[src/rtl/dist_clear_pkg.sv]
// constants for the distributor clear-active and clear-enable word arrays
package dist_clear_pkg;

    // ==========================================================
    // register bus geometry
    localparam int ADDR_W   = 16;
    localparam int DATA_W   = 32;
    localparam int PE_NUM_W = 4;
    localparam int MAX_PE   = 8;
    localparam int MAX_WORDS = 32;

    // ==========================================================
    // word array bases; each array spans 32 words (0x80 bytes)
    localparam logic [ADDR_W-1:0] ENABLE_CLEAR_BASE     = 16'h0180;
    localparam logic [ADDR_W-1:0] ACTIVE_CLEAR_BASE     = 16'h0380;
    localparam logic [ADDR_W-1:0] EXT_ENABLE_CLEAR_BASE = 16'h1400;
    localparam logic [ADDR_W-1:0] EXT_ACTIVE_CLEAR_BASE = 16'h1C00;
    localparam int                REGION_LSB            = 7;
    localparam int                INDEX_LSB             = 2;
    localparam int                INDEX_W               = 5;
    localparam int                EXT_ID_BASE           = 4096;

    // ==========================================================
    // reset values
    localparam logic [DATA_W-1:0] ACTIVE_RESET = 32'h0000_0000;
    localparam logic [DATA_W-1:0] ENABLE_RESET = 32'h0000_0000;
    localparam logic [15:0]       SGI_BITS     = 16'hFFFF;

    // ==========================================================
    // disable propagation time through the affinity hierarchy
    localparam int CLK_PERIOD_NS    = 40;
    localparam int PROPAGATE_NS     = 200;
    localparam int PROPAGATE_CYCLES = (PROPAGATE_NS + CLK_PERIOD_NS - 1) / CLK_PERIOD_NS;
    localparam int CNT_W            = 8;

endpackage

[src/rtl/clear_active_enable.sv]
// distributor clear-active and clear-enable word arrays, normal and extended range
`timescale 1ns/1ps
module clear_active_enable
    import dist_clear_pkg::*;
#(
    parameter int NUM_WORDS     = 2,
    parameter int NUM_PE        = 8,
    parameter bit EXT_SUPPORTED = 1'b1,
    parameter int EXT_WORDS     = 1,
    parameter bit SGI_ALWAYS_ON = 1'b0,
    parameter int WP_CYCLES     = PROPAGATE_CYCLES
)(
    // clock and reset
    input  wire logic                            i_sys_clk,
    input  wire logic                            i_srst,
    // register access
    input  wire logic                            i_reg_valid,
    input  wire logic                            i_reg_write,
    input  wire logic [ADDR_W-1:0]               i_reg_addr,
    input  wire logic [DATA_W-1:0]               i_reg_wdata,
    input  wire logic                            i_reg_secure,
    input  wire logic [PE_NUM_W-1:0]             i_reg_pe,
    output logic                                 o_reg_ack,
    output logic [DATA_W-1:0]                    o_reg_rdata,
    // distributor control
    input  wire logic                            i_security_disable,
    input  wire logic                            i_are_secure,
    input  wire logic                            i_are_nonsecure,
    input  wire logic                            i_other_write_pending,
    output logic                                 o_write_pending,
    // per-interrupt group and grant
    input  wire logic [31:0]                     i_secure_group_private,
    input  wire logic [(NUM_WORDS-1)*32-1:0]     i_secure_group_shared,
    input  wire logic [EXT_WORDS*32-1:0]         i_secure_group_ext,
    input  wire logic [31:0]                     i_ns_grant_private,
    input  wire logic [(NUM_WORDS-1)*32-1:0]     i_ns_grant_shared,
    // state set by the rest of the distributor
    input  wire logic [NUM_PE*32-1:0]            i_activate_private,
    input  wire logic [(NUM_WORDS-1)*32-1:0]     i_activate_shared,
    input  wire logic [EXT_WORDS*32-1:0]         i_activate_ext,
    input  wire logic [NUM_PE*32-1:0]            i_enable_private,
    input  wire logic [(NUM_WORDS-1)*32-1:0]     i_enable_shared,
    input  wire logic [EXT_WORDS*32-1:0]         i_enable_ext,
    // current state
    output logic [NUM_PE*32-1:0]                 o_active_private,
    output logic [(NUM_WORDS-1)*32-1:0]          o_active_shared,
    output logic [EXT_WORDS*32-1:0]              o_active_ext,
    output logic [NUM_PE*32-1:0]                 o_enable_private,
    output logic [(NUM_WORDS-1)*32-1:0]          o_enable_shared,
    output logic [EXT_WORDS*32-1:0]              o_enable_ext
);

    localparam int NSH  = (NUM_WORDS - 1) * 32;
    localparam int NEXT = EXT_WORDS * 32;
    localparam int NPRV = NUM_PE * 32;

    // ==========================================================
    // elaboration check
    if (NUM_WORDS < 2 || NUM_WORDS > MAX_WORDS || NUM_PE < 1 || NUM_PE > MAX_PE ||
        EXT_WORDS < 1 || EXT_WORDS > MAX_WORDS) begin : g_bad_params
        $error("clear_active_enable: parameter out of range");
    end

    // ==========================================================
    // state
    typedef struct packed {
        logic [NPRV-1:0]   act_priv;
        logic [NSH-1:0]    act_sh;
        logic [NEXT-1:0]   act_ext;
        logic [NPRV-1:0]   en_priv;
        logic [NSH-1:0]    en_sh;
        logic [NEXT-1:0]   en_ext;
        logic              ack;
        logic [DATA_W-1:0] rdata;
    } state_t;

    state_t st_reg;
    state_t st_next;

    // ==========================================================
    // address decode
    logic [ADDR_W-REGION_LSB-1:0] region;
    logic [INDEX_W-1:0]           idx;
    logic                         hit_act;
    logic                         hit_en;
    logic                         hit_ext_act;
    logic                         hit_ext_en;
    logic                         is_ext;
    logic                         is_en;
    logic                         word_ok;
    logic                         private_word;

    assign region      = i_reg_addr[ADDR_W-1:REGION_LSB];
    assign idx         = i_reg_addr[REGION_LSB-1:INDEX_LSB];
    assign hit_act     = (region == ACTIVE_CLEAR_BASE[ADDR_W-1:REGION_LSB]);
    assign hit_en      = (region == ENABLE_CLEAR_BASE[ADDR_W-1:REGION_LSB]);
    assign hit_ext_act = (region == EXT_ACTIVE_CLEAR_BASE[ADDR_W-1:REGION_LSB]);
    assign hit_ext_en  = (region == EXT_ENABLE_CLEAR_BASE[ADDR_W-1:REGION_LSB]);
    assign is_ext      = hit_ext_act | hit_ext_en;
    assign is_en       = hit_en | hit_ext_en;
    assign private_word = (idx == '0) & (hit_act | hit_en);

    // unbuilt words and elements above the banked set fall out here
    always_comb begin
        word_ok = 1'b0;
        if (hit_act || hit_en) begin
            word_ok = (int'(idx) < NUM_WORDS) &&
                      (idx != '0 || int'(i_reg_pe) < NUM_PE);
        end else if (is_ext) begin
            word_ok = EXT_SUPPORTED && (int'(idx) < EXT_WORDS);
        end
    end

    // ==========================================================
    // addressed word: attributes and current state
    logic [31:0] sel_sg;
    logic [31:0] sel_grant;
    logic [31:0] sel_state;

    always_comb begin
        int base;
        base      = 0;
        sel_sg    = '0;
        sel_grant = '0;
        sel_state = '0;
        if (word_ok) begin
            if (is_ext) begin
                base      = int'(idx) * 32;
                sel_sg    = i_secure_group_ext[base +: 32];
                sel_state = hit_ext_act ? st_reg.act_ext[base +: 32]
                                        : st_reg.en_ext[base +: 32];
            end else if (private_word) begin
                base      = int'(i_reg_pe) * 32;
                sel_sg    = i_secure_group_private;
                sel_grant = i_ns_grant_private;
                sel_state = hit_act ? st_reg.act_priv[base +: 32]
                                    : st_reg.en_priv[base +: 32];
            end else begin
                base      = (int'(idx) - 1) * 32;
                sel_sg    = i_secure_group_shared[base +: 32];
                sel_grant = i_ns_grant_shared[base +: 32];
                sel_state = hit_act ? st_reg.act_sh[base +: 32]
                                    : st_reg.en_sh[base +: 32];
            end
        end
    end

    // ==========================================================
    // per-bit access filter
    logic [31:0] acc;
    logic [31:0] sgi_fixed;

    for (genvar b = 0; b < 32; b++) begin : g_bit
        logic are_of;
        logic sec_ok;
        assign are_of = sel_sg[b] ? i_are_secure : i_are_nonsecure;
        assign sec_ok = i_security_disable | i_reg_secure | ~sel_sg[b];
        always_comb begin
            if (!word_ok) begin
                acc[b] = 1'b0;
            end else if (is_ext) begin
                acc[b] = are_of & sec_ok;
            end else if (private_word && are_of) begin
                acc[b] = 1'b0;
            end else if (is_en) begin
                acc[b] = sec_ok;
            end else begin
                acc[b] = sec_ok | sel_grant[b];
            end
        end
        if (b < 16) begin : g_sgi
            assign sgi_fixed[b] = acc[b] & SGI_ALWAYS_ON & private_word & hit_en;
        end else begin : g_other
            assign sgi_fixed[b] = 1'b0;
        end
    end

    // ==========================================================
    // clear vectors for the addressed word
    logic [31:0]     clr;
    logic [31:0]     rd_word;
    logic [NPRV-1:0] clr_act_priv;
    logic [NSH-1:0]  clr_act_sh;
    logic [NEXT-1:0] clr_act_ext;
    logic [NPRV-1:0] clr_en_priv;
    logic [NSH-1:0]  clr_en_sh;
    logic [NEXT-1:0] clr_en_ext;
    logic            spi_disable;

    assign clr     = (i_reg_valid && i_reg_write) ? (i_reg_wdata & acc & ~sgi_fixed) : '0;
    assign rd_word = (sel_state & acc) | sgi_fixed;

    always_comb begin
        int base;
        base         = 0;
        clr_act_priv = '0;
        clr_act_sh   = '0;
        clr_act_ext  = '0;
        clr_en_priv  = '0;
        clr_en_sh    = '0;
        clr_en_ext   = '0;
        if (word_ok) begin
            if (is_ext) begin
                base = int'(idx) * 32;
                if (hit_ext_act) begin
                    clr_act_ext[base +: 32] = clr;
                end else begin
                    clr_en_ext[base +: 32] = clr;
                end
            end else if (private_word) begin
                base = int'(i_reg_pe) * 32;
                if (hit_act) begin
                    clr_act_priv[base +: 32] = clr;
                end else begin
                    clr_en_priv[base +: 32] = clr;
                end
            end else begin
                base = (int'(idx) - 1) * 32;
                if (hit_act) begin
                    clr_act_sh[base +: 32] = clr;
                end else begin
                    clr_en_sh[base +: 32] = clr;
                end
            end
        end
    end

    // only shared and extended disables are tracked by the pending flag
    assign spi_disable = (|clr_en_sh) | (|clr_en_ext);

    // ==========================================================
    // next state: a set arriving with its clear wins, so no activation is lost
    always_comb begin
        st_next          = st_reg;
        st_next.act_priv = (st_reg.act_priv & ~clr_act_priv) | i_activate_private;
        st_next.act_sh   = (st_reg.act_sh & ~clr_act_sh) | i_activate_shared;
        st_next.act_ext  = (st_reg.act_ext & ~clr_act_ext) | i_activate_ext;
        st_next.en_priv  = (st_reg.en_priv & ~clr_en_priv) | i_enable_private;
        st_next.en_sh    = (st_reg.en_sh & ~clr_en_sh) | i_enable_shared;
        st_next.en_ext   = (st_reg.en_ext & ~clr_en_ext) | i_enable_ext;
        if (SGI_ALWAYS_ON) begin
            for (int p = 0; p < NUM_PE; p++) begin
                st_next.en_priv[p*32 +: 16] = SGI_BITS;
            end
        end
        st_next.ack   = i_reg_valid;
        st_next.rdata = (i_reg_valid && !i_reg_write) ? rd_word : '0;
    end

    // enables get a reset value only so control state is defined; software
    // must still program them before relying on forwarding
    always_ff @(posedge i_sys_clk) begin
        if (i_srst) begin
            st_reg          <= '0;
            st_reg.act_priv <= {NUM_PE{ACTIVE_RESET}};
            st_reg.en_priv  <= {NUM_PE{ENABLE_RESET}};
        end else begin
            st_reg <= st_next;
        end
    end

    // ==========================================================
    // write-pending tracking
    write_pending_tracker #(
        .CYCLES          (WP_CYCLES)
    ) u_wp (
        .i_sys_clk       (i_sys_clk),
        .i_srst          (i_srst),
        .i_start         (spi_disable),
        .i_other_pending (i_other_write_pending),
        .o_pending       (o_write_pending)
    );

    // ==========================================================
    // outputs; forwarding enables never gate the active state
    assign o_reg_ack        = st_reg.ack;
    assign o_reg_rdata      = st_reg.rdata;
    assign o_active_private = st_reg.act_priv;
    assign o_active_shared  = st_reg.act_sh;
    assign o_active_ext     = st_reg.act_ext;
    assign o_enable_private = st_reg.en_priv;
    assign o_enable_shared  = st_reg.en_sh;
    assign o_enable_ext     = st_reg.en_ext;
endmodule

[src/rtl/write_pending_tracker.sv]
// write-pending tracker: holds the flag while a forwarding disable propagates
`timescale 1ns/1ps
module write_pending_tracker
    import dist_clear_pkg::*;
#(
    parameter int CYCLES = PROPAGATE_CYCLES
)(
    // clock and reset
    input  wire logic i_sys_clk,
    input  wire logic i_srst,
    // tracked events
    input  wire logic i_start,
    input  wire logic i_other_pending,
    // status
    output logic      o_pending
);

    // ==========================================================
    // elaboration check
    if (CYCLES < 1 || CYCLES > 255) begin : g_bad_cycles
        $error("write_pending_tracker: CYCLES out of range");
    end

    // ==========================================================
    // state
    typedef struct packed {
        logic [CNT_W-1:0] cnt;
        logic             pending;
    } wp_state_t;

    wp_state_t wp_reg;
    wp_state_t wp_next;

    always_comb begin
        wp_next = wp_reg;
        // a new disable restarts the full wait, so the flag covers the latest one
        if (i_start) begin
            wp_next.cnt = CNT_W'(CYCLES);
        end else if (wp_reg.cnt != '0) begin
            wp_next.cnt = wp_reg.cnt - 1'b1;
        end
        wp_next.pending = (wp_next.cnt != '0) | i_other_pending;
    end

    always_ff @(posedge i_sys_clk) begin
        if (i_srst) begin
            wp_reg <= '0;
        end else begin
            wp_reg <= wp_next;
        end
    end

    assign o_pending = wp_reg.pending;
endmodule

[config.mk]
export PLATFORM = sky130hd
export DESIGN_NAME = clear_active_enable
export DESIGN_NICKNAME = d
export VERILOG_FILES = /design/src/rtl/dist_clear_pkg.sv /design/src/rtl/clear_active_enable.sv /design/src/rtl/write_pending_tracker.sv
export SDC_FILE = /design/constraint.sdc
export NUM_CORES = 2
export LEC_CHECK = 0
export BUFFER_PORTS_ARGS = -buffer_cell sky130_fd_sc_hd__buf_2
export CAP_MARGIN = 20
export CELL_PAD_IN_SITES_DETAIL_PLACEMENT = 0
export CELL_PAD_IN_SITES_GLOBAL_PLACEMENT = 1
export CORE_AREA = 2 2 594 596
export DETAILED_ROUTE_END_ITERATION = 12
export DIE_AREA = 0 0 596 598
export GPL_TIMING_DRIVEN = 0
export PLACE_DENSITY = 0.3
export RECOVER_POWER = 100
export SETUP_SLACK_MARGIN = 0.15
export SLEW_MARGIN = 0
export SYNTH_ARGS = -nofsm -noshare
export SYNTH_HDL_FRONTEND = slang
export SYNTH_SLANG_ARGS = --single-unit
[constraint.sdc]
create_clock -name i_sys_clk -period 4.3 [get_ports i_sys_clk]
set_input_delay 0.215 -clock i_sys_clk [delete_from_list [all_inputs] [get_ports i_sys_clk]]
set_output_delay 0.215 -clock i_sys_clk [all_outputs]
set_load 0.01 [all_outputs]
==> results_dict.tcl <==
set metrics [dict create \
    run_status "finished with violations" \
    violations "setup timing" \
    leakagePower_nw 22.7 \
    grt_pass1_wl_mm 596 \
    fmax_mhz 232 \
    grt_pass1_vias 46700 \
    maxSlewHeadroom 0.177 \
    grt_max_degree 16 \
    cts_root_buffer "clkbuf_16" \
    crit_type "in2reg" \
    synth_top_family_by_area "simple AND/OR/NAND/NOR gates" \
    drive_gt1_frac 0.258 \
    min_path_type "in2reg" \
    grtUsageTotal 0.264 \
    rows 218 \
    ant_nets 0 \
    synthCells 4276 \
    yosys.area.top_type "dfxtp_1" \
    route.vias.total 47500 \
    multi_input_area_sq_um 19700 \
    start_util 0.0971 \
    coreArea_sq_um 351000 \
    wl_mm 488 \
    synthFlopType "dfxtp_1" \
    clock_path_buffers 4 \
    cts_buffers 109 \
    vias_per_cell 4.12 \
    syn_to_final_growth_pct 79.6 \
    nNetsFinal 7636 \
    required_ns 5.00 \
    numPortBuffers 1527 \
    antenna_found_initial 189 \
    yosys-top-cells-count "nand2_1 (802), a21oi_1 (799), nor2_1 (731), dfxtp_1 (682), clkbuf_1 (277)" \
    clkTransAtPathRegs_ns 0.07 \
    cp-start-kind "input port" \
    synth_fa_ha_area_frac 0.00588 \
    powerDensity_nw_per_um2 356 \
    regArea_sq_um 13700 \
    gr-total-overflow 0 \
    gp_congestion 0.891 \
    maxSlewViolCount 0 \
    synth-compound-area-share 0.199 \
    cts_num_sinks 682 \
    synth_fp_nets 5153 \
    seq_area_frac_synth 0.401 \
    synth_warnings 0 \
    fin_crit_sh 1.00 \
    cts_tree "built" \
    end_kind "register" \
    synth-simple-area-share 0.225 \
    async_flop_share 0 \
    min_period_ns 4.31 \
    fin_worst_skew_ns 0.0435 \
    synth_top_area_frac 0.401 \
    wl_per_cell_um 42.3 \
    worstMarginPinSlew_ns 1.23 \
    fillers 40200 \
    dpl_cell_area_sq_um 50200 \
    muxShareOfSynthArea 0.123 \
    rsz0062_at_grt "false" \
    first_pass_iters 6 \
    worst_slack_ns -0.00751 \
    timing.final.hold_violations 0 \
    die-area_sq_um 356000 \
    finish.utilization 0.174 \
    post-synth-top-count-cell "nand2_1" \
    maxCapViolCount 0 \
    synth_edf_count 0 \
    hpwl_mm 419 \
    syn_avg_cell_area_sq_um 7.96 \
    netlist_area_sq_um 34000 \
    dr.first_iter.drc_count 4225 \
    final_cell_area_sq_um 61100 \
    ys_ff_latch 682 \
    ir_drop_uv 303 \
    critPathArrivalTime_ns 5.00 \
    drcViolationCount 0 \
    clk_latency_ns 0.86 \
    synth.distinct_cells 99 \
    setup_viol 1 \
    synthXorXnorAreaFrac 0.00360 \
    ios 1535 \
    cts_max_level 3 \
    die_w_um 596 \
    synth_area_leaders "dfxtp_1 (40%), a21oi_1 (12%), mux4_2 (11%)" \
    path_max_fanout 10 \
    die_height_um 598 \
]
[power by group]
part	switching, mW	internal, mW
registers	0.673	6.79
logic	2.90	1.71
clock network	4.04	5.64
total	7.61	14.1
[cells by family (layout without fill, tap and decap cells)]
logic type | Yosys count | after routing
simple gates | 1825 | 1825
compound gates | 1153 | 1153
flops | 682 | 682
buf+inv | 371 | 2931
mux | 215 | 215
fa+ha+maj | 16 | 16
xor+xnor | 14 | 14
other cells | 0 | 78
[critical path: stages]
cell	delay, ns
clkbuf_1	0.16
nor3_1	0.64
buf_4	0.28
clkbuf_2	0.41
clkbuf_1	0.73
o21ai_0	0.35
a21oi_4	0.32
mux2i_4	0.42
buf_16	0.21
clkbuf_1	0.61
nand2_1	0.31
a21oi_1	0.22
nor2_1	0.05
[placed cells by master, fill, tap and decap left out, types with 15 or more instances in the layout]
master         Yosys  routed
buf_2             41     877
clkbuf_1         277     815
nand2_1          802     801
a21oi_1          799     789
nor2_1           731     710
dfxtp_1          682     682
dlygate4sd3_1      0     663
mux4_2           160     160
clkbuf_2           0     128
clkbuf_16          0     114
o21ai_0           90      83
diode_2            0      78
buf_8              0      70
buf_4              2      60
nor3_1            66      52
clkbuf_8           0      35
nand3_1           36      32
inv_1             34      31
o211ai_1          31      31
and3_1            28      28
mux2i_1           29      27
buf_16             0      27
mux2_2            26      25
clkbuf_4           0      23
buf_12             0      21
nand4_1           21      21
buf_6              1      20
nor4_1            25      19
o31ai_1           19      17
a211oi_1          20      16
nand2b_1          16      15
[stage by stage]
step	setup TNS (ns)	cells	setup slack (ns)	total power [mW]	hold WS, ns
2_1_floorplan	0	4276	0.152	8.72	0.332
4_1_cts	0	11400	0.151	22.2	0.00346
3_5_place_dp	-1594.30	10600	-3.87	11.7	0.426
6_report	-0.00751	11500	-0.00751	21.8	0.0830
5_1_grt	0	11500	0.0540	22.4	0.0671
3_3_place_gp	-2327.43	10400	-5.45	11.6	0.421
[final timing paths]
check	startpoint	endpoint	slack, ns	depth (start not counted)
min	i_reg_wdata[16]	u_wp.wp_reg[2]$_SDFF_PP0_	0.08	6
max	i_reg_addr[14]	o_active_ext[0]$_SDFF_PP0_	-0.008	13
min reg2reg	o_active_private[251]$_SDFF_PP0_	o_active_private[251]$_SDFF_PP0_	0.51	2
max reg2reg	o_active_private[217]$_SDFF_PP0_	o_reg_rdata[25]$_SDFF_PP0_	1.43	5
[per-layer routing]
layer | vias to the layer above | wire, um | GRT usage | share of wire
met4 | 84 | 19800 | 0.0828 | 0.041
met2 | 2518 | 234000 | 0.458 | 0.48
met1 | 24000 | 200000 | 0.321 | 0.41
li1 | 20200 | - | - | -
met5 | - | 520 | 0 | 0.0011
met3 | 639 | 32900 | 0.0597 | 0.067
[final cells by class]
| class | instances | area share |
|---|---|---|
| Sequential cell | 682 | 0.223 |
| Inverter | 35 | 0.00229 |
| Clock inverter | 37 | 0.00882 |
| Multi-Input combinational cell | 3223 | 0.322 |
| Clock buffer | 151 | 0.0505 |
| Tap cell | 4620 | 0.0945 |
| Timing Repair Buffer | 2378 | 0.263 |
| Buffer | 330 | 0.0319 |
| Antenna cell | 78 | 0.00319 |
[timing repair]
action / in CTS / in global routing
setup buffers: 42 / 13
setup endpoints to repair: 680 / 330
cloned: 0 / 1
endpoints found under the hold margin: 652 / 0
pin swaps: 28 / 25
hold buffers: 663 / 0
gates resized for setup: 321 / 52
Note: power is estimated with default switching activity, not from simulation.
